===== config.mk =====
export PLATFORM = sky130hd
export DESIGN_NAME = cwr_reset_ctrl
export DESIGN_NICKNAME = d
export VERILOG_FILES = /design/src/hw/cwr_pkg.sv /design/src/hw/cwr_glitch_filter.sv /design/src/hw/cwr_reset_ctrl.sv
export SDC_FILE = /design/constraint.sdc
export NUM_CORES = 1
export LEC_CHECK = 0
export ABC_AREA = 1
export BUFFER_PORTS_ARGS = -buffer_cell sky130_fd_sc_hd__buf_2
export CORE_UTILIZATION = 46
export CTS_CLUSTER_SIZE = 30
export DETAILED_ROUTE_END_ITERATION = 16
export PLACE_DENSITY = 0.71
export SLEW_MARGIN = 10
export SYNTH_ARGS = -nofsm -noshare
export SYNTH_HDL_FRONTEND = slang
export SYNTH_SLANG_ARGS = --single-unit

===== constraint.sdc =====
create_clock -name mclk_in -period 2.08 [get_ports mclk_in]
set_clock_uncertainty 0.1 [all_clocks]
set_input_delay 0.312 -clock mclk_in [delete_from_list [all_inputs] [get_ports mclk_in]]
set_output_delay 0.312 -clock mclk_in [all_outputs]
set_load 0.02 [all_outputs]

===== src/hw/cwr_pkg.sv =====
// Purpose: shared constants and types for the configuration word and reset control block
// Assumes: 40 MHz mclk, 14-bit configuration word
// Notes:   all offsets, fields and counts live here
package cwr_pkg;
  localparam int unsigned CLK_HZ             = 40_000_000;
  localparam int unsigned POWER_UP_DELAY_TIMER_MS            = 64;
  localparam int unsigned POWER_UP_DELAY_TIMER_CYCLES        = (CLK_HZ / 1000) * POWER_UP_DELAY_TIMER_MS;
  localparam int unsigned MASTER_CLEAR_PIN_FILT_NS       = 2000;
  localparam int unsigned MASTER_CLEAR_PIN_FILT_CYCLES   = (MASTER_CLEAR_PIN_FILT_NS * (CLK_HZ / 1_000_000) + 999) / 1000;

  localparam logic [13:0] CFG_SPACE_LO       = 14'h2000;
  localparam logic [13:0] CFG_SPACE_HI       = 14'h3FFF;
  localparam logic [13:0] CFG_WORD_ADDR      = 14'h2007;
  localparam logic [13:0] CAL_WORD_ADDR      = 14'h2008;
  localparam logic [13:0] CFG_ERASED         = 14'h3FFF;
  localparam logic [13:0] CAL_DEFAULT        = 14'h1000;
  localparam logic [13:0] CFG_UNIMPL_MASK    = 14'h0086;

  localparam int unsigned BIT_DEBUG          = 13;
  localparam int unsigned BIT_CLOCK_OUTPUT_PIN_EN      = 12;
  localparam int unsigned BIT_WRT_HI         = 11;
  localparam int unsigned BIT_WRT_LO         = 10;
  localparam int unsigned BIT_BOR_HI         = 9;
  localparam int unsigned BIT_BOR_LO         = 8;
  localparam int unsigned BIT_CODE_PROTECT   = 6;
  localparam int unsigned BIT_MASTER_CLEAR_PIN_SEL       = 5;
  localparam int unsigned BIT_POWER_UP_DELAY_TIMER_DIS       = 4;
  localparam int unsigned BIT_WDT_EN         = 3;
  localparam int unsigned BIT_OSC_SEL        = 0;

  localparam logic [1:0]  WRT_NONE           = 2'h3;
  localparam logic [1:0]  WRT_LOW256         = 2'h2;
  localparam logic [1:0]  WRT_LOW512         = 2'h1;
  localparam logic [9:0]  WRT_LIMIT_256      = 10'h0FF;
  localparam logic [9:0]  WRT_LIMIT_512      = 10'h1FF;
  localparam logic [1:0]  BOR_ALWAYS         = 2'h3;
  localparam logic [1:0]  BOR_RUN_ONLY       = 2'h2;

  typedef struct packed {
    logic       debug_enable;
    logic       clock_output_enable;
    logic [1:0] self_write_protect;
    logic [1:0] brownout_mode_select;
    logic       code_protect;
    logic       master_clear_pin_select;
    logic       power_up_delay_disable;
    logic       watchdog_enable_bit;
    logic       external_clock_mode;
  } cwr_cfg_t;

  typedef struct packed {
    logic por_flag_n;
    logic bor_flag_n;
    logic watchdog_expiry_flag;
    logic powered_down_flag;
  } cwr_flags_t;

  typedef enum logic [1:0] {
    ST_HOLD  = 2'b00,
    ST_DELAY = 2'b01,
    ST_RUN   = 2'b10,
    ST_SLEEP = 2'b11
  } cwr_state_t;
endpackage


===== src/hw/cwr_glitch_filter.sv =====
// Purpose: glitch filter for the master-clear pin level
// Assumes: pin level already synchronous to mclk
// Notes:   output follows input only after a stable run
`timescale 1ns/1ps
module cwr_glitch_filter
  import cwr_pkg::*;
(
  input  wire logic mclk_in,
  input  wire logic rst_in,
  input  wire logic level_in,
  output logic      level_out
);
  localparam int unsigned CW = $clog2(MASTER_CLEAR_PIN_FILT_CYCLES + 1);
  localparam logic [CW-1:0] FILT_MAX = CW'(MASTER_CLEAR_PIN_FILT_CYCLES);

  logic [CW-1:0] stable_cnt;
  logic          filt;
  wire           differs    = (level_in != filt);
  wire           long_enough = (stable_cnt >= FILT_MAX);

  // short pulses reset the count and never reach the output
  always_ff @(posedge mclk_in) begin
    if (rst_in) begin
      stable_cnt <= '0;
      filt       <= 1'b1;
    end else if (!differs) begin
      stable_cnt <= '0;
    end else if (long_enough) begin
      filt       <= level_in;
      stable_cnt <= '0;
    end else begin
      stable_cnt <= stable_cnt + CW'(1);
    end
  end

  assign level_out = filt;
endmodule


===== src/hw/cwr_reset_ctrl.sv =====
// Purpose: configuration word decode, reset sequencing and reset-cause flags
// Assumes: supply monitors and pin levels synchronous to mclk; mclk runs from the internal rc
// Notes:   internal reset asserts combinationally except from the filtered master-clear pin, releases on a clock edge
`timescale 1ns/1ps
module cwr_reset_ctrl
  import cwr_pkg::*;
#(
  parameter int unsigned POWER_UP_DELAY_TIMER_COUNT = POWER_UP_DELAY_TIMER_CYCLES
)(
  input  wire logic        mclk_in,
  input  wire logic        rst_in,
  input  wire logic        por_in,
  input  wire logic        brownout_in,
  input  wire logic        watchdog_timeout_in,
  input  wire logic        interrupt_wake_in,
  input  wire logic        sleep_req_in,
  input  wire logic        master_clear_pin_in,
  input  wire logic        prog_mode_in,
  input  wire logic        prog_wr_in,
  input  wire logic        prog_bulk_erase_in,
  input  wire logic [13:0] prog_addr_in,
  input  wire logic [13:0] prog_wdata_in,
  input  wire logic        flag_wr_in,
  input  wire logic        flag_por_set_in,
  input  wire logic        flag_bor_set_in,
  input  wire logic [9:0]  flash_wr_addr_in,
  input  wire logic        clock_output_pin_io_in,
  output logic [13:0]      prog_rdata_out,
  output logic             prog_rvalid_out,
  output logic             reset_out,
  output logic             wake_out,
  output logic             in_sleep_out,
  output cwr_flags_t       flags_out,
  output cwr_cfg_t         cfg_out,
  output logic             flash_wr_allow_out,
  output logic             brownout_active_out,
  output logic             master_clear_pullup_out,
  output logic             master_clear_level_out,
  output logic             clock_output_pin_out,
  output logic             clock_output_pin_oe_out,
  output logic             use_ext_clock_out
);
  localparam int unsigned PW = $clog2(POWER_UP_DELAY_TIMER_COUNT + 1);
  localparam logic [PW-1:0] POWER_UP_DELAY_TIMER_LAST = PW'(POWER_UP_DELAY_TIMER_COUNT - 1);

  function automatic logic in_cfg_space(input logic [13:0] a);
    in_cfg_space = (a >= CFG_SPACE_LO) && (a <= CFG_SPACE_HI);
  endfunction

  logic [13:0]   cfg_word;
  logic [13:0]   cal_word;
  logic [13:0]   prog_rdata;
  logic          prog_rvalid;
  cwr_state_t    state;
  cwr_state_t    next_state;
  logic [PW-1:0] delay_cnt;
  logic          rst_hold;
  logic          wake_q;
  logic          clk_div;
  cwr_flags_t    flags;
  logic          master_clear_pin_filt;

  wire [13:0] cfg_view = cfg_word | CFG_UNIMPL_MASK;

  // decode of each field, 0 means programmed
  assign cfg_out.debug_enable            = ~cfg_view[BIT_DEBUG];
  assign cfg_out.clock_output_enable     = ~cfg_view[BIT_CLOCK_OUTPUT_PIN_EN];
  assign cfg_out.self_write_protect      = cfg_view[BIT_WRT_HI:BIT_WRT_LO];
  assign cfg_out.brownout_mode_select    = cfg_view[BIT_BOR_HI:BIT_BOR_LO];
  assign cfg_out.code_protect            = ~cfg_view[BIT_CODE_PROTECT];
  assign cfg_out.master_clear_pin_select = cfg_view[BIT_MASTER_CLEAR_PIN_SEL];
  assign cfg_out.power_up_delay_disable  = cfg_view[BIT_POWER_UP_DELAY_TIMER_DIS];
  assign cfg_out.watchdog_enable_bit     = cfg_view[BIT_WDT_EN];
  assign cfg_out.external_clock_mode     = cfg_view[BIT_OSC_SEL];
  assign use_ext_clock_out               = cfg_view[BIT_OSC_SEL];

  wire wrt_blocked = (cfg_out.self_write_protect == WRT_NONE)   ? 1'b0 :
                     (cfg_out.self_write_protect == WRT_LOW256) ? (flash_wr_addr_in <= WRT_LIMIT_256) :
                     (cfg_out.self_write_protect == WRT_LOW512) ? (flash_wr_addr_in <= WRT_LIMIT_512) :
                     1'b1;
  assign flash_wr_allow_out = ~wrt_blocked;

  assign master_clear_pullup_out = cfg_out.master_clear_pin_select;
  assign master_clear_level_out  = master_clear_pin_in;

  // short pulses on the pin are dropped
  cwr_glitch_filter u_master_clear_pin_filt (
    .mclk_in   (mclk_in),
    .rst_in    (rst_in),
    .level_in  (master_clear_pin_in),
    .level_out (master_clear_pin_filt)
  );

  wire sleeping = (state == ST_SLEEP);

  // brown-out mode, run-only mode idles in sleep
  assign brownout_active_out = (cfg_out.brownout_mode_select == BOR_ALWAYS) ||
                               ((cfg_out.brownout_mode_select == BOR_RUN_ONLY) && !sleeping);
  wire bor_evt  = brownout_in && brownout_active_out;
  // master-clear from the pin only when the select bit is set; as a plain input the pin does nothing
  wire master_clear_pin_evt = cfg_out.master_clear_pin_select && !master_clear_pin_filt;
  wire wdt_evt  = watchdog_timeout_in && cfg_out.watchdog_enable_bit;
  wire wdt_rst  = wdt_evt && (state == ST_RUN);
  // watchdog in sleep is a wake, not a reset
  wire wdt_wake = wdt_evt && sleeping;
  wire int_wake = interrupt_wake_in && sleeping;
  wire pwr_evt  = por_in || bor_evt;
  // every source asserts reset with no clock, except the master-clear pin, which first passes its clocked filter
  wire raw_rst  = pwr_evt || master_clear_pin_evt || wdt_rst;

  // delay only from power events and when enabled
  // only its own bit gates the delay
  wire delay_en = !cfg_out.power_up_delay_disable;
  wire delay_done = (delay_cnt == POWER_UP_DELAY_TIMER_LAST);

  // two wake sources, watchdog and interrupt; master-clear wakes through reset
  // wake goes straight to run, no delay
  always_comb begin
    next_state = state;
    case (state)
      ST_HOLD: begin
        if (!raw_rst) begin
          next_state = ST_RUN;
        end
      end
      ST_DELAY: begin
        // brown-out during the delay restarts it
        if (pwr_evt) begin
          next_state = ST_HOLD;
        end else if (delay_done) begin
          next_state = ST_HOLD;
        end
      end
      ST_RUN: begin
        if (sleep_req_in && !raw_rst) begin
          next_state = ST_SLEEP;
        end
      end
      ST_SLEEP: begin
        if (wdt_wake || int_wake) begin
          next_state = ST_RUN;
        end
      end
      default: next_state = ST_HOLD;
    endcase
    if (pwr_evt) begin
      next_state = ST_HOLD;
    end else if (master_clear_pin_evt && state != ST_DELAY) begin
      next_state = ST_HOLD;
    end
  end

  // tracks whether the current hold came from a power event
  logic pwr_pending;
  wire  to_delay = (state == ST_HOLD) && !raw_rst && pwr_pending && delay_en;

  always_ff @(posedge mclk_in) begin
    if (rst_in) begin
      state       <= ST_HOLD;
      pwr_pending <= 1'b1;
      delay_cnt   <= '0;
    end else begin
      state <= to_delay ? ST_DELAY : next_state;
      if (pwr_evt) begin
        pwr_pending <= 1'b1;
      end else if (state == ST_HOLD && !raw_rst) begin
        pwr_pending <= 1'b0;
      end
      if (state != ST_DELAY || pwr_evt) begin
        delay_cnt <= '0;
      end else if (!delay_done) begin
        delay_cnt <= delay_cnt + PW'(1);
      end
    end
  end

  // release waits for a clock edge
  always_ff @(posedge mclk_in) begin
    if (rst_in) begin
      rst_hold <= 1'b1;
    end else begin
      rst_hold <= raw_rst || (next_state == ST_HOLD) || to_delay || (state == ST_DELAY);
    end
  end
  // consumers reset state on this for all reset kinds
  assign reset_out = raw_rst || rst_hold;

  always_ff @(posedge mclk_in) begin
    if (rst_in) begin
      wake_q <= 1'b0;
    end else begin
      wake_q <= wdt_wake || int_wake;
    end
  end
  assign wake_out     = wake_q;
  assign in_sleep_out = sleeping;

  // flags per source; hardware clear beats software set
  // power-on flag only touched by power-on and software
  always_ff @(posedge mclk_in) begin
    if (rst_in) begin
      flags <= '{por_flag_n: 1'b0, bor_flag_n: 1'b1, watchdog_expiry_flag: 1'b1, powered_down_flag: 1'b1};
    end else if (por_in) begin
      flags.por_flag_n           <= 1'b0;
      flags.watchdog_expiry_flag <= 1'b1;
      flags.powered_down_flag    <= 1'b1;
    end else if (bor_evt) begin
      flags.bor_flag_n           <= 1'b0;
      flags.watchdog_expiry_flag <= 1'b1;
      flags.powered_down_flag    <= 1'b1;
      if (flag_wr_in && flag_por_set_in) begin
        flags.por_flag_n <= 1'b1;
      end
    end else begin
      if (flag_wr_in && flag_por_set_in) begin
        flags.por_flag_n <= 1'b1;
      end
      if (flag_wr_in && flag_bor_set_in) begin
        flags.bor_flag_n <= 1'b1;
      end
      if (wdt_rst) begin
        flags.watchdog_expiry_flag <= 1'b0;
      end else if (wdt_wake) begin
        flags.watchdog_expiry_flag <= 1'b0;
        flags.powered_down_flag    <= 1'b0;
      end else if (master_clear_pin_evt && sleeping) begin
        flags.watchdog_expiry_flag <= 1'b1;
        flags.powered_down_flag    <= 1'b0;
      end
    end
  end
  assign flags_out = flags;

  // access only in programming mode and config space
  wire prog_hit = prog_mode_in && in_cfg_space(prog_addr_in);
  wire hit_cfg  = prog_hit && (prog_addr_in == CFG_WORD_ADDR);
  wire hit_cal  = prog_hit && (prog_addr_in == CAL_WORD_ADDR);

  always_ff @(posedge mclk_in) begin
    if (rst_in) begin
      cfg_word <= CFG_ERASED;
      cal_word <= CAL_DEFAULT;
    end else if (prog_mode_in && prog_bulk_erase_in) begin
      cfg_word <= CFG_ERASED;
    end else if (prog_wr_in && hit_cfg) begin
      cfg_word <= prog_wdata_in;
    end else if (prog_wr_in && hit_cal) begin
      cal_word <= prog_wdata_in;
    end
  end

  // unimplemented bits read back as 1
  wire [13:0] next_rdata = hit_cfg ? cfg_view : (hit_cal ? cal_word : 14'h0000);
  always_ff @(posedge mclk_in) begin
    if (rst_in) begin
      prog_rdata  <= 14'h0000;
      prog_rvalid <= 1'b0;
    end else begin
      prog_rdata  <= next_rdata;
      prog_rvalid <= prog_hit && !prog_wr_in;
    end
  end
  assign prog_rdata_out  = prog_rdata;
  assign prog_rvalid_out = prog_rvalid;

  // divided clock on the pin when enabled, else I/O
  always_ff @(posedge mclk_in) begin
    if (rst_in) begin
      clk_div <= 1'b0;
    end else begin
      clk_div <= ~clk_div;
    end
  end
  assign clock_output_pin_out    = cfg_out.clock_output_enable ? clk_div : clock_output_pin_io_in;
  assign clock_output_pin_oe_out = cfg_out.clock_output_enable;

  // no pin drive exists on the master-clear path
endmodule


# After elaboration in Yosys (flattened, before gate mapping)
# Index checks and enable logic that the tools add are counted.
# op_classes
muxes	21
n_bitwise	10
eq_ne	13
n_addsub	2
reduce_logical	54
order_cmp	5
# op_table
cell	n
$eq 14x14->1 const B	2
$mux 14	2
$logic_and 1x1->1	23
$add 22x1->22 const B	1
$eq 22x22->1 const B	1
$mux 2	8
$ge 14x14->1 const B	1
$le 14x14->1 const B	1
$eq 2x2->1 const B	6
$le 10x8->1 const B	1
$le 10x9->1 const B	1
$logic_or 1x1->1	10
$not 1->1	10
$reduce_or 2->1	5
$mux 1	9
$pmux 2 s4	1
$add 7x1->7 const B	1
$ge 7x7->1 const B	1
$reduce_and 2->1	3
$reduce_or 3->1	2
$logic_not 1->1	5
$eq 2x1->1 const B	2
$logic_not 2->1	2
$reduce_bool 2->1	2
5 further kinds	5
# totals
register_bits	83
wordCells	122
out_inout_bits	40
inputBits	53

# Logic depth before layout (Yosys ltp)
# Gate-level depths: netlist of run 1.
# logic_depth
word_depth	18
depth_mapped	11
mapped_depth_nobuf	9

# Hierarchy
# A second synthesis of run 1 with hierarchy kept.
# unflattened
cells_unflattened	499
hier_area_um2	3637.2
# by_module_without_submodules
module	cells_per_inst	area_per_inst_um2	instances	seq_area_each_um2
cwr_reset_ctrl	457	3289.4	1	1441.4
cwr_glitch_filter	42	347.8	1	160.2

# Least setup slack after synthesis of run 1
# Ideal clock, no wire load.
# synth_path
path_type	flip-flop to flip-flop
startpoint	register delay_cnt[0]
endpoint	register delay_cnt[11]
required_time_ps	1863
stages_incl_launch_ff	9
n_path_buf	0
setup_time_ps	117
arrival_ps	1363
period_less_slack_ps	1580
slack_ps	500
cell_sequence	dfxtp_1 > ha_1 > nand3_1 > nor2_4 > nand2_2 > nand2_1 > nor2_1 > xnor2_1 > nor2_1
# synth_between
elab_chain_cells	1
word_cells_on_any_way	2
classes_between	add/sub: 1; eq/ne: 1
# synth_lines
item	line	source
from (decl)	cwr_reset_ctrl.sv:56	logic [PW-1:0] delay_cnt;
from (signal assigned)	cwr_reset_ctrl.sv:172	delay_cnt <= delay_cnt + PW'(1);
$add 22x1->22 or $eq 22x22->1 (tied branches)	cwr_reset_ctrl.sv:172, cwr_reset_ctrl.sv:114	
# Several ways; a longest one is shown, not always the timed one.
# A chain may end at the register's enable or synchronous reset.

# Worst setup path in the final report of run 1
# layout_path
startpoint	register cfg_word[8]
endpoint	output reset_out
# layout_between
elab_chain_cells	8
word_cells_on_any_way	9
classes_between	eq/ne: 2; reduce/logical: 7
# layout_lines
item	line	source
from (decl)	cwr_reset_ctrl.sv:50	logic [13:0] cfg_word;
from (signal assigned)	cwr_reset_ctrl.sv:246	cfg_word <= prog_wdata_in;
$eq 2x2->1	cwr_reset_ctrl.sv:98	((cfg_out.brownout_mode_select == BOR_RUN_ONLY) && !sleeping);
$logic_and 1x1->1	cwr_reset_ctrl.sv:98	
$logic_or 1x1->1 (*)	cwr_reset_ctrl.sv:97	assign brownout_active_out = (cfg_out.brownout_mode_select == BOR_ALWAYS) ||
$logic_and 1x1->1 (*)	cwr_reset_ctrl.sv:99	wire bor_evt = brownout_in && brownout_active_out;
$logic_or 1x1->1 (*)	cwr_reset_ctrl.sv:107	wire pwr_evt = por_in || bor_evt;
$logic_or 1x1->1 (*) (2 in a row)	cwr_reset_ctrl.sv:109	wire raw_rst = pwr_evt || master_clear_pin_evt || wdt_rst;
$logic_or 1x1->1 (*)	cwr_reset_ctrl.sv:186	assign reset_out = raw_rst || rst_hold;
to (decl)	cwr_reset_ctrl.sv:30	output logic reset_out,
# Mark *: on every way between the ends. The rest lies on a longest branch, timed or not.

==> results.toml, run 1 <==
[final_layout]
syn_to_final_growth_pct = 21.08
n_antenna_cell = 0
layout-drive-gt1-share_pct = 20.79
utilization_pct = 58.32
nNetsFinal = 634

[die]
rows = 31
dieArea_sq_mm = 0.008072
die_w_microns = 89.85
dieHeight_microns = 89.85
design.core.area_sq_mm = 0.007370
num_io_pins = 93
initial_utilization_pct = 48.17

[placed_design]
gp_congestion = 0.8795
port_buffers = 84
hpwl_microns = 5825

[timing]
fin_crit_sh_pct = 94.28
finalSetupTns_ns = 0
drv_slew = 0
worstMarginPinSlew_ns = 0.4003
timing.final.crit_period_ns = 1.961
max_freq_mhz = 509.9
hold_viol = 0
rsz0062_at_grt = "no"
setup_viol = 0
slew_headroom_pct = 73.28

[clocking]
clk_root_buffer_cell = "clkbuf_8"
cts_tree = "built"
cts.path.max_buffers = 2
cts.clk_slew.worst_paths_ns = 0.08
clock_latency_ns = 0.34
htreeDepth = 3
cts-buffers-inserted = 9
post_cts_hold_buffer_count = 0
cts_sinks = 80

[setup_path]
timing.critical_path.buf_inv = 2
critical_path.max_stage_delay_ns = 0.33
cp.required_ns = 1.67
cp_cell_sequence = "inv_1, nand3_1, nand3_2, nand4_1, or2_2, buf_2"
crit_slowest_cell = "dfxtp_1"
crit_family = "simple AND/OR/NAND/NOR gates"
crit_path_max_fanout = 4
path_class = "register to primary output"
start_kind = "register"
endpoint_kind = "primary output"
cp.arrival_ns = 1.55

[synthesis]
ys_warn_count = 0
synthSimpleGateAreaFrac_pct = 29.43
synth_cell_types = 32
ys_seq_area_share_pct = 45.12
netlist_area_sq_mm = 0.003550
synth-seq-cells = 80
synthMuxAreaShare_pct = 0
syn_nets = 552
synth_top_family_by_area = "simple AND/OR/NAND/NOR gates"
syn_inst = 496
syn_area_per_cell_sq_um = 7.157
synth_compound_area_share_pct = 12.34
synth_xor_area_share_pct = 1.234
synth-adder-area-share_pct = 1.057

[flow_run]
drv_cap = 0

[route]
vias_per_cell = 4.899
ant_nets = 0
dr.first_iter.drc_count = 147
drc = 0
dr.pass1.iters = 4
drt-total-wl_microns = 7969
vias = 3336
wl_per_cell_microns = 11.70

[global_route]
track_usage_pct = 21.11
overflow = 0
grt_pass1_wl_microns = 13810
antenna_found_initial = 0
grt_max_degree = 28
grt_pass1_vias = 3219

[run_status]
status = "finished, final reports clean"

[pwr]
ir_drop_mv = 0.5156
p_leak_nw = 1.956
power.density_mw_per_mm2 = 736.0

[hold_path]
worst_hold_path_type = "input port to register"
## placed cells by master, fill, tap and decap left out, drive strengths merged, types with 5 or more instances in the layout
cell type,count
a21oi,36
buf,95
clkbuf,10
dfxtp,80
inv,62
nand2,110
nand3,25
nand4,10
nor2,69
nor3,13
o211ai,5
o21ai,34
## layout make-up
class,instances,area [sq um]
multi-input combinational,330,1569
inverter,62,232.7
clock buffer,10,137.6
timing repair buffer,95,503.0
fill,677,3072
tap,99,123.9
clock inverter,5,128.9
sequential,80,1603
## Yosys cell counts
cell       count  area (sq um)
o2bb2ai_1      1         8.760
xor2_1         2         17.52
buf_4         13         97.59
and3_1         1         6.260
or2_2          3         18.77
o21ai_0       34         170.2
nor4_1         3         18.77
a31oi_1        4         25.02
nor3_1        11         55.05
o211ai_1       5         37.54
nand3b_1       1         7.510
nand3_1       25         125.1
nand2_2        1         6.260
nor2_1        67         251.5
nor3b_1        2         15.01
a21oi_1       36         180.2
nand2_4        1         11.26
buf_6          1         11.26
buf_2          4         20.02
dfxtp_1       80          1602
o32ai_1        1         8.760
inv_1         62         232.7
and2_1         2         12.51
nor3_2         2         20.02
nor2_4         2         22.52
nand2_1      108         405.4
xnor2_1        3         26.28
ha_1           3         37.54
nand4_1       10         62.56
o21bai_1       1         7.510
clkbuf_1       6         22.52
or2_0          1         6.260
## layer usage
| metal | GRT usage [%] | vias to the layer above | share of wire (%) |
|---|---|---|---|
| li1 | - | 1743 | - |
| met1 | 25.49 | 1484 | 47 |
| met2 | 35.83 | 97 | 45 |
| met3 | 6.514 | 12 | 6.1 |
| met4 | 6.557 | 0 | 1.6 |
| met5 | 0 | - | 0 |
## repair_timing
action	in CTS	in global routing
gates resized for setup	1	1
endpoints found under the setup margin	1	1
setup buffers	0	1
## worst paths after layout
path              depth (start not counted)                 startpoint  slack, ns                          to
setup reg to reg                          8  delay_cnt[0]$_SDFFE_PP0N_       0.23  delay_cnt[11]$_SDFFE_PP0N_
hold / removal                            2                 prog_wr_in       0.05  prog_rvalid_out$_SDFF_PP0_
setup / recovery                          6   cfg_word[8]$_SDFFE_PP1P_       0.12                   reset_out
hold reg to reg                           1         clk_div$_SDFF_PP0_       0.33          clk_div$_SDFF_PP0_
## power by group
part	total [W]	internal, W	switching [W]
Sequential	0.00154	0.00154	0.00000572
Clock	0.00150	0.000947	0.000548
Combinational	0.000124	0.0000547	0.0000689
## logic make-up (layout without fill, tap and decap cells)
family / Yosys count / in the layout
AND/OR/NAND/NOR: 240 / 240
adder cells (fa/ha/maj): 3 / 3
flip-flops: 80 / 80
buffers and inverters: 86 / 172
AO/OA/AOI/OAI: 82 / 82
XOR/XNOR: 5 / 5
## per-stage QoR
step	area, sq um	total power [W]	worst slack, ns	cells	hold WS, ns
floorplan	3550	0.001633	0.5003	496	0.2856
global placement	4018	0.001697	0.2765	665	0.2959
detailed placement	4018	0.001701	0.2667	665	0.3148
CTS	4285	0.003192	0.01620	680	0.03734
global route	4298	0.003274	0.02230	681	0.03311
finish	4298	0.003163	0.1190	681	0.04635
## flip-flops by register name (all words and copies together), names as in the netlist
register,cells
prog_rdata_out,14
cfg_word,11
delay_cnt,22
u_master_clear_pin_filt.stable_cnt,7
flags_out,4
u_master_clear_pin_filt.level_out,1
pwr_pending,1
wake_out,1
prog_rvalid_out,1
rst_hold,1
state,2
cal_word,14
clk_div,1
(Power assumes the default switching activity.)
==> run 2, diff against run 1 <==
--- a/config.mk
+++ b/config.mk
@@ -14,4 +14,5 @@
 export SLEW_MARGIN = 10
 export SYNTH_ARGS = -nofsm -noshare
 export SYNTH_HDL_FRONTEND = slang
+export SYNTH_HIERARCHICAL = 1
 export SYNTH_SLANG_ARGS = --single-unit
==> run 2 against run 1 <==
Highest routed layer unchanged. Critical path type unchanged. Wire length fell by 1.6%. Power fell by 11%. Critical endpoint unchanged. Critical path depth did not move.
==> results.toml, run 2 <==
[synthesis]
synth-edff-count = 0
yosysTopAreaCell = "dfxtp_1"
yosys-top-cells-area = "dfxtp_1 44%, nand2_1 11%, nor2_1 6.6%"
synthTopCellsByCount = "109 x nand2_1, 80 x dfxtp_1, 64 x nor2_1"
synth_cell_types = 35
post-synth-top-count-cell = "nand2_1"
ys_async_sr_fraction_pct = 0
syn_nets = 555
synth-seq-cells = 80
netlist_area_sq_mm = 0.003637
synth.top_cell.area_share_pct = 44.03
syn_area_per_cell_sq_um = 7.289
synthFlopType = "dfxtp_1"
syn_inst = 499
ys_warn_count = 6
ys_seq_area_share_pct = 44.03

[global_route]
grt_pass1_vias = 3026
track_usage_pct = 20.00
grt_max_degree = 28
overflow = 0
antenna_found_initial = 0
grt_pass1_wl_microns = 13340

[clocking]
cts_sinks = 80
cts_setup_buffers = 0
clock_latency_ns = 0.35
htreeDepth = 3
cts_resized = 0
clk_root_buffer_cell = "clkbuf_8"
cts.path.max_buffers = 2
post_cts_hold_buffer_count = 0
cts.clk_slew.worst_paths_ns = 0.07
cts-buffers-inserted = 9
cts_tree = "built"

[final_layout]
layout-drive-gt1-share_pct = 23.29
syn_to_final_growth_pct = 17.96
n_antenna_cell = 0
final_common_cell = "nand2_1"
regMostFlops = "delay_cnt"
mostFrequentLayoutCells = "109 x nand2_1, 84 x buf_2, 79 x dfxtp_1"
nNetsFinal = 635
largest_reg_flops = 22

[timing]
fin_crit_sh_pct = 93.20
hold_ws_ns = 0.03829
finalSetupTns_ns = 0
rsz0062_at_grt = "no"
slew_headroom_pct = 71.85
worstMarginPinSlew_ns = 0.4218
setup_viol = 0
timing.final.crit_period_ns = 1.939
hold_viol = 0
drv_slew = 0
max_freq_mhz = 515.8

[placed_design]
hpwl_microns = 5800
gp_congestion = 0.8222
port_buffers = 84

[route]
dr.pass1.iters = 4
vias_per_cell = 4.821
vias = 3307
ant_nets = 0
dr.first_iter.drc_count = 147
drc = 0
wl_per_cell_microns = 11.43
drt-total-wl_microns = 7839

[flow_run]
drv_cap = 0

[die]
num_io_pins = 93
dieHeight_microns = 90.92
die_w_microns = 90.92
rows = 32
initial_utilization_pct = 47.31
design.core.area_sq_mm = 0.007687
dieArea_sq_mm = 0.008266

[hold_path]
worst_hold_path_type = "input port to register"

[setup_path]
endpoint_kind = "primary output"
path_class = "register to primary output"
cp.arrival_ns = 1.53
cp.required_ns = 1.67
crit_path_max_fanout = 4
start_kind = "register"

[pwr]
p_leak_nw = 1.944
power.density_mw_per_mm2 = 654.7
ir_drop_mv = 0.3520

[run_status]
status = "finished, final reports clean"
[run 2: final cells by class]
type	count	area [sq um]
Clock inverter	7	72.57
Timing Repair Buffer	93	488.0
Inverter	63	236.5
Sequential cell	80	1603
Fill cell	769	3397
Clock buffer	9	123.9
Tap cell	102	127.6
Multi-Input combinational cell	332	1639
[run 2: critical path: stages (launching register included)]
cell	delay (ns)
dfxtp_1	0.41
inv_1	0.07
or2_2	0.31
nand3_1	0.12
nor2_1	0.06
nand2_1	0.05
buf_2	0.16
[run 2: kinds of logic after synthesis]
group / synth area share [%]
adder cells (fa/ha/maj): 1.032
buffers and inverters: 11.04
XOR/XNOR: 2.167
flip-flops: 44.03
AO/OA/AOI/OAI: 11.59
AND/OR/NAND/NOR: 30.13
[run 2: through the flow]
step	cell area (sq um)	util (%)	instances	worst slack [ns]	power, W
after floorplan	3637	-	499	0.4848	0.001636
after global placement	4088	53.17	670	0.3332	0.001705
after detailed placement	4088	53.17	670	0.3195	0.001707
after CTS	4284	55.73	686	0.02417	0.002828
after global routing	4290	55.81	686	0.02338	0.002924
final	4290	55.81	686	0.1414	0.002809
[run 2: layer usage]
| layer | up-vias | global-route usage (%) | share of wire, % |
|---|---|---|---|
| li1 | 1744 | - | - |
| met1 | 1477 | 23.66 | 46 |
| met2 | 74 | 35.29 | 48 |
| met3 | 12 | 4.966 | 4.8 |
| met4 | 0 | 6.481 | 1.6 |
| met5 | - | 0 | 0 |
[run 2: power by group]
group	internal (W)	switching, W	total, W
Sequential	0.00154	0.00000559	0.00154
Clock	0.000554	0.000583	0.00114
Combinational	0.0000545	0.0000738	0.000128
Total	0.00215	0.000662	0.00281
[run 2: worst paths after layout]
kind	depth (start not counted)	slack (ns)	to	startpoint
min	2	0.04	prog_rvalid_out$_SDFF_PP0_	prog_wr_in
max reg2reg	10	0.32	delay_cnt[4]$_SDFFE_PP0N_	delay_cnt[0]$_SDFFE_PP0N_
min reg2reg	1	0.32	clk_div$_SDFF_PP0_	clk_div$_SDFF_PP0_
max	6	0.14	reset_out	cfg_word[5]$_SDFFE_PP1P_
==> run 3, diff against run 2 <==
--- a/config.mk
+++ b/config.mk
@@ -5,12 +5,11 @@
 export SDC_FILE = /design/constraint.sdc
 export NUM_CORES = 1
 export LEC_CHECK = 0
-export ABC_AREA = 1
 export BUFFER_PORTS_ARGS = -buffer_cell sky130_fd_sc_hd__buf_2
-export CORE_UTILIZATION = 46
+export CORE_UTILIZATION = 45
 export CTS_CLUSTER_SIZE = 30
 export DETAILED_ROUTE_END_ITERATION = 16
-export PLACE_DENSITY = 0.71
+export PLACE_DENSITY = 0.7
 export SLEW_MARGIN = 10
 export SYNTH_ARGS = -nofsm -noshare
 export SYNTH_HDL_FRONTEND = slang
==> run 3 against run 2 <==
The run now ends with negative setup slack left. First-iteration DRC count up 22%. Global-route usage up 1.3 points. Highest routed layer unchanged. Synthesized cell count down 27%. Clock power about the same. Combinational power down 8%. Synthesized area down 7.6%. Power down 1.4%. Worst setup slack worse by 0.22 ns.
==> results.toml, run 3 <==
[run_status]
status = "complete, but fails checks"
violations = "negative setup slack"

[synthesis]
synthTopCellsByCount = "80 x dfxtp_1, 38 x nor2_1, 33 x nand2_1"
yosysTopAreaCell = "dfxtp_1"
synth.top_cell.area_share_pct = 47.64
syn_inst = 366
netlist_area_sq_mm = 0.003362
syn_area_per_cell_sq_um = 9.186
synth-seq-cells = 80
synth_cell_types = 54
synth-edff-count = 0
syn_nets = 422
synthFlopType = "dfxtp_1"
ys_warn_count = 6
ys_seq_area_share_pct = 47.64
ys_async_sr_fraction_pct = 0
post-synth-top-count-cell = "dfxtp_1"
yosys-top-cells-area = "dfxtp_1 48%, mux2i_1 6.8%, nor2_1 4.2%"

[timing]
rsz0062_at_grt = "yes"
drv_slew = 0
max_freq_mhz = 464.0
worstMarginPinSlew_ns = 0.4885
fin_crit_sh_pct = 103.6
setup_viol = 4
timing.final.crit_period_ns = 2.155
hold_ws_ns = 0.05915
slew_headroom_pct = 66.98
setup_slack_ns = -0.07532
hold_viol = 0

[die]
num_io_pins = 93
die_w_microns = 88.44
initial_utilization_pct = 46.35
rows = 31
design.core.area_sq_mm = 0.007253
dieArea_sq_mm = 0.007821
dieHeight_microns = 88.44

[placed_design]
hpwl_microns = 5535
gp_congestion = 0.7756
port_buffers = 84

[setup_path]
crit_path_max_fanout = 18
cp.arrival_ns = 2.29
cp.required_ns = 2.22
critical_path.max_stage_delay_ns = 0.53
crit_slowest_cell = "or4b_1"
endpoint_kind = "register"
start_kind = "register"
path_class = "register to register"
cp_cell_sequence = "or4b_1, or4_4, nor3_4, buf_12, o211ai_1, and3_1"

[clocking]
cts.clk_slew.worst_paths_ns = 0.08
cts_sinks = 80
clk_root_buffer_cell = "clkbuf_8"
cts-buffers-inserted = 9
cts.path.max_buffers = 2
cts_tree = "built"
htreeDepth = 3
clock_latency_ns = 0.34

[final_layout]
nNetsFinal = 518
mostFrequentLayoutCells = "84 x buf_2, 79 x dfxtp_1, 38 x nor2_1"
n_antenna_cell = 0
layout-drive-gt1-share_pct = 31.12
syn_to_final_growth_pct = 24.15
regMostFlops = "delay_cnt"
largest_reg_flops = 22
final_common_cell = "buf_2"

[route]
vias_per_cell = 5.198
vias = 2937
drt-total-wl_microns = 7711
wl_per_cell_microns = 13.65
drc = 0
dr.pass1.iters = 4
dr.first_iter.drc_count = 180
ant_nets = 0

[global_route]
grt_pass1_wl_microns = 12680
overflow = 0
grt_max_degree = 27
grt_pass1_vias = 2785
track_usage_pct = 21.25
antenna_found_initial = 0

[pwr]
ir_drop_mv = 0.3347
power.density_mw_per_mm2 = 663.3
power_w = 0.002769
p_leak_nw = 1.851

[hold_path]
worst_hold_path_type = "input port to register"

[flow_run]
drv_cap = 0
-- run 3: changes by cell type after synthesis, moves of 5 or more --
cell and delta:
o21ai_0 -5, or3_1 +7, o211ai_1 -5, xnor2_1 +6
nor2_1 -26, mux2i_1 +23, a21oi_1 -15, nand3_1 -14
inv_1 -47, a22o_1 +11, or3_2 +5, nand2_1 -76
-- run 3: worst paths after layout --
| kind | from | end | cells past startpoint | slack, ns |
|---|---|---|---|---|
| worst max-delay path | delay_cnt[19]$_SDFFE_PP0N_ | state[0]$_SDFF_PP0_ | 6 | -0.08 |
| worst min-delay path | prog_wr_in | prog_rvalid_out$_SDFF_PP0_ | 2 | 0.06 |
| worst max register to register | delay_cnt[19]$_SDFFE_PP0N_ | state[0]$_SDFF_PP0_ | 6 | -0.08 |
| worst min register to register | clk_div$_SDFF_PP0_ | clk_div$_SDFF_PP0_ | 1 | 0.31 |
-- run 3: cells by family (layout without fill, tap and decap cells) --
family / Yosys count / in the layout / share of synthesized area (%)
and+or+nand+nor: 142 / 142 / 22.26
adders and majority gates: 3 / 3 / 1.117
buffers and inverters: 38 / 138 / 5.843
muxes: 24 / 24 / 7.183
AOI/OAI and AO/OA: 67 / 67 / 12.84
xor gates and xnor gates: 12 / 12 / 3.126
DFF: 80 / 80 / 47.64
-- run 3: worst max-delay path, delay by kind of cell (launching register included) --
family          cells  cell delay [ns]
compound gates      1             0.09
buf+inv             1             0.17
flops               1             0.33
simple gates        4             1.36
-- run 3: power by group --
part | switching [W] | internal [W] | leakage [nW]
logic | 0.0000629 | 0.0000550 | 1.11
clock network | 0.000532 | 0.000575 | 0.0989
registers | 0.00000537 | 0.00154 | 0.647
-- run 3: cell type report --
cell class	count	area [sq um]
fillers	639	3079
flip-flops and latches	80	1603
multi-input cells	248	1588
repair buffers	109	620.6
clock buffers	11	141.4
well taps	99	123.9
inverters	14	52.55
clock inverters	4	45.04
-- run 3: repair_timing --
action | in CTS | in global routing
buffers inserted | 1 | 1
cloned | 0 | 0
hold buffers | 0 | 0
setup endpoints to repair | 5 | 14
gates resized for setup | 2 | 3
pin swaps | 0 | 1
-- run 3: routing by layer --
metal | part of all wire, % | vias to the layer above | track usage (%)
met3 | 5.1 | 14 | 4.851
met1 | 47 | 1384 | 27.79
met4 | 2.3 | 0 | 10.41
met2 | 46 | 79 | 33.15
met5 | 0 | - | 0
li1 | - | 1460 | -
-- run 3: metrics by stage --
step / cells / setup slack (ns) / instance area, sq um / util (%) / TNS [ns]
5_1_grt: 565 / -0.1387 / 4174 / 57.55 / -0.8184
2_1_floorplan: 366 / -0.02017 / 3362 / - / -0.02017
3_5_place_dp: 548 / -0.04648 / 3948 / 54.42 / -0.09220
3_3_place_gp: 548 / -0.005225 / 3948 / 54.42 / -0.005225
6_report: 565 / -0.07532 / 4174 / 57.55 / -0.1682
4_1_cts: 564 / -0.07630 / 4149 / 57.20 / -0.1407
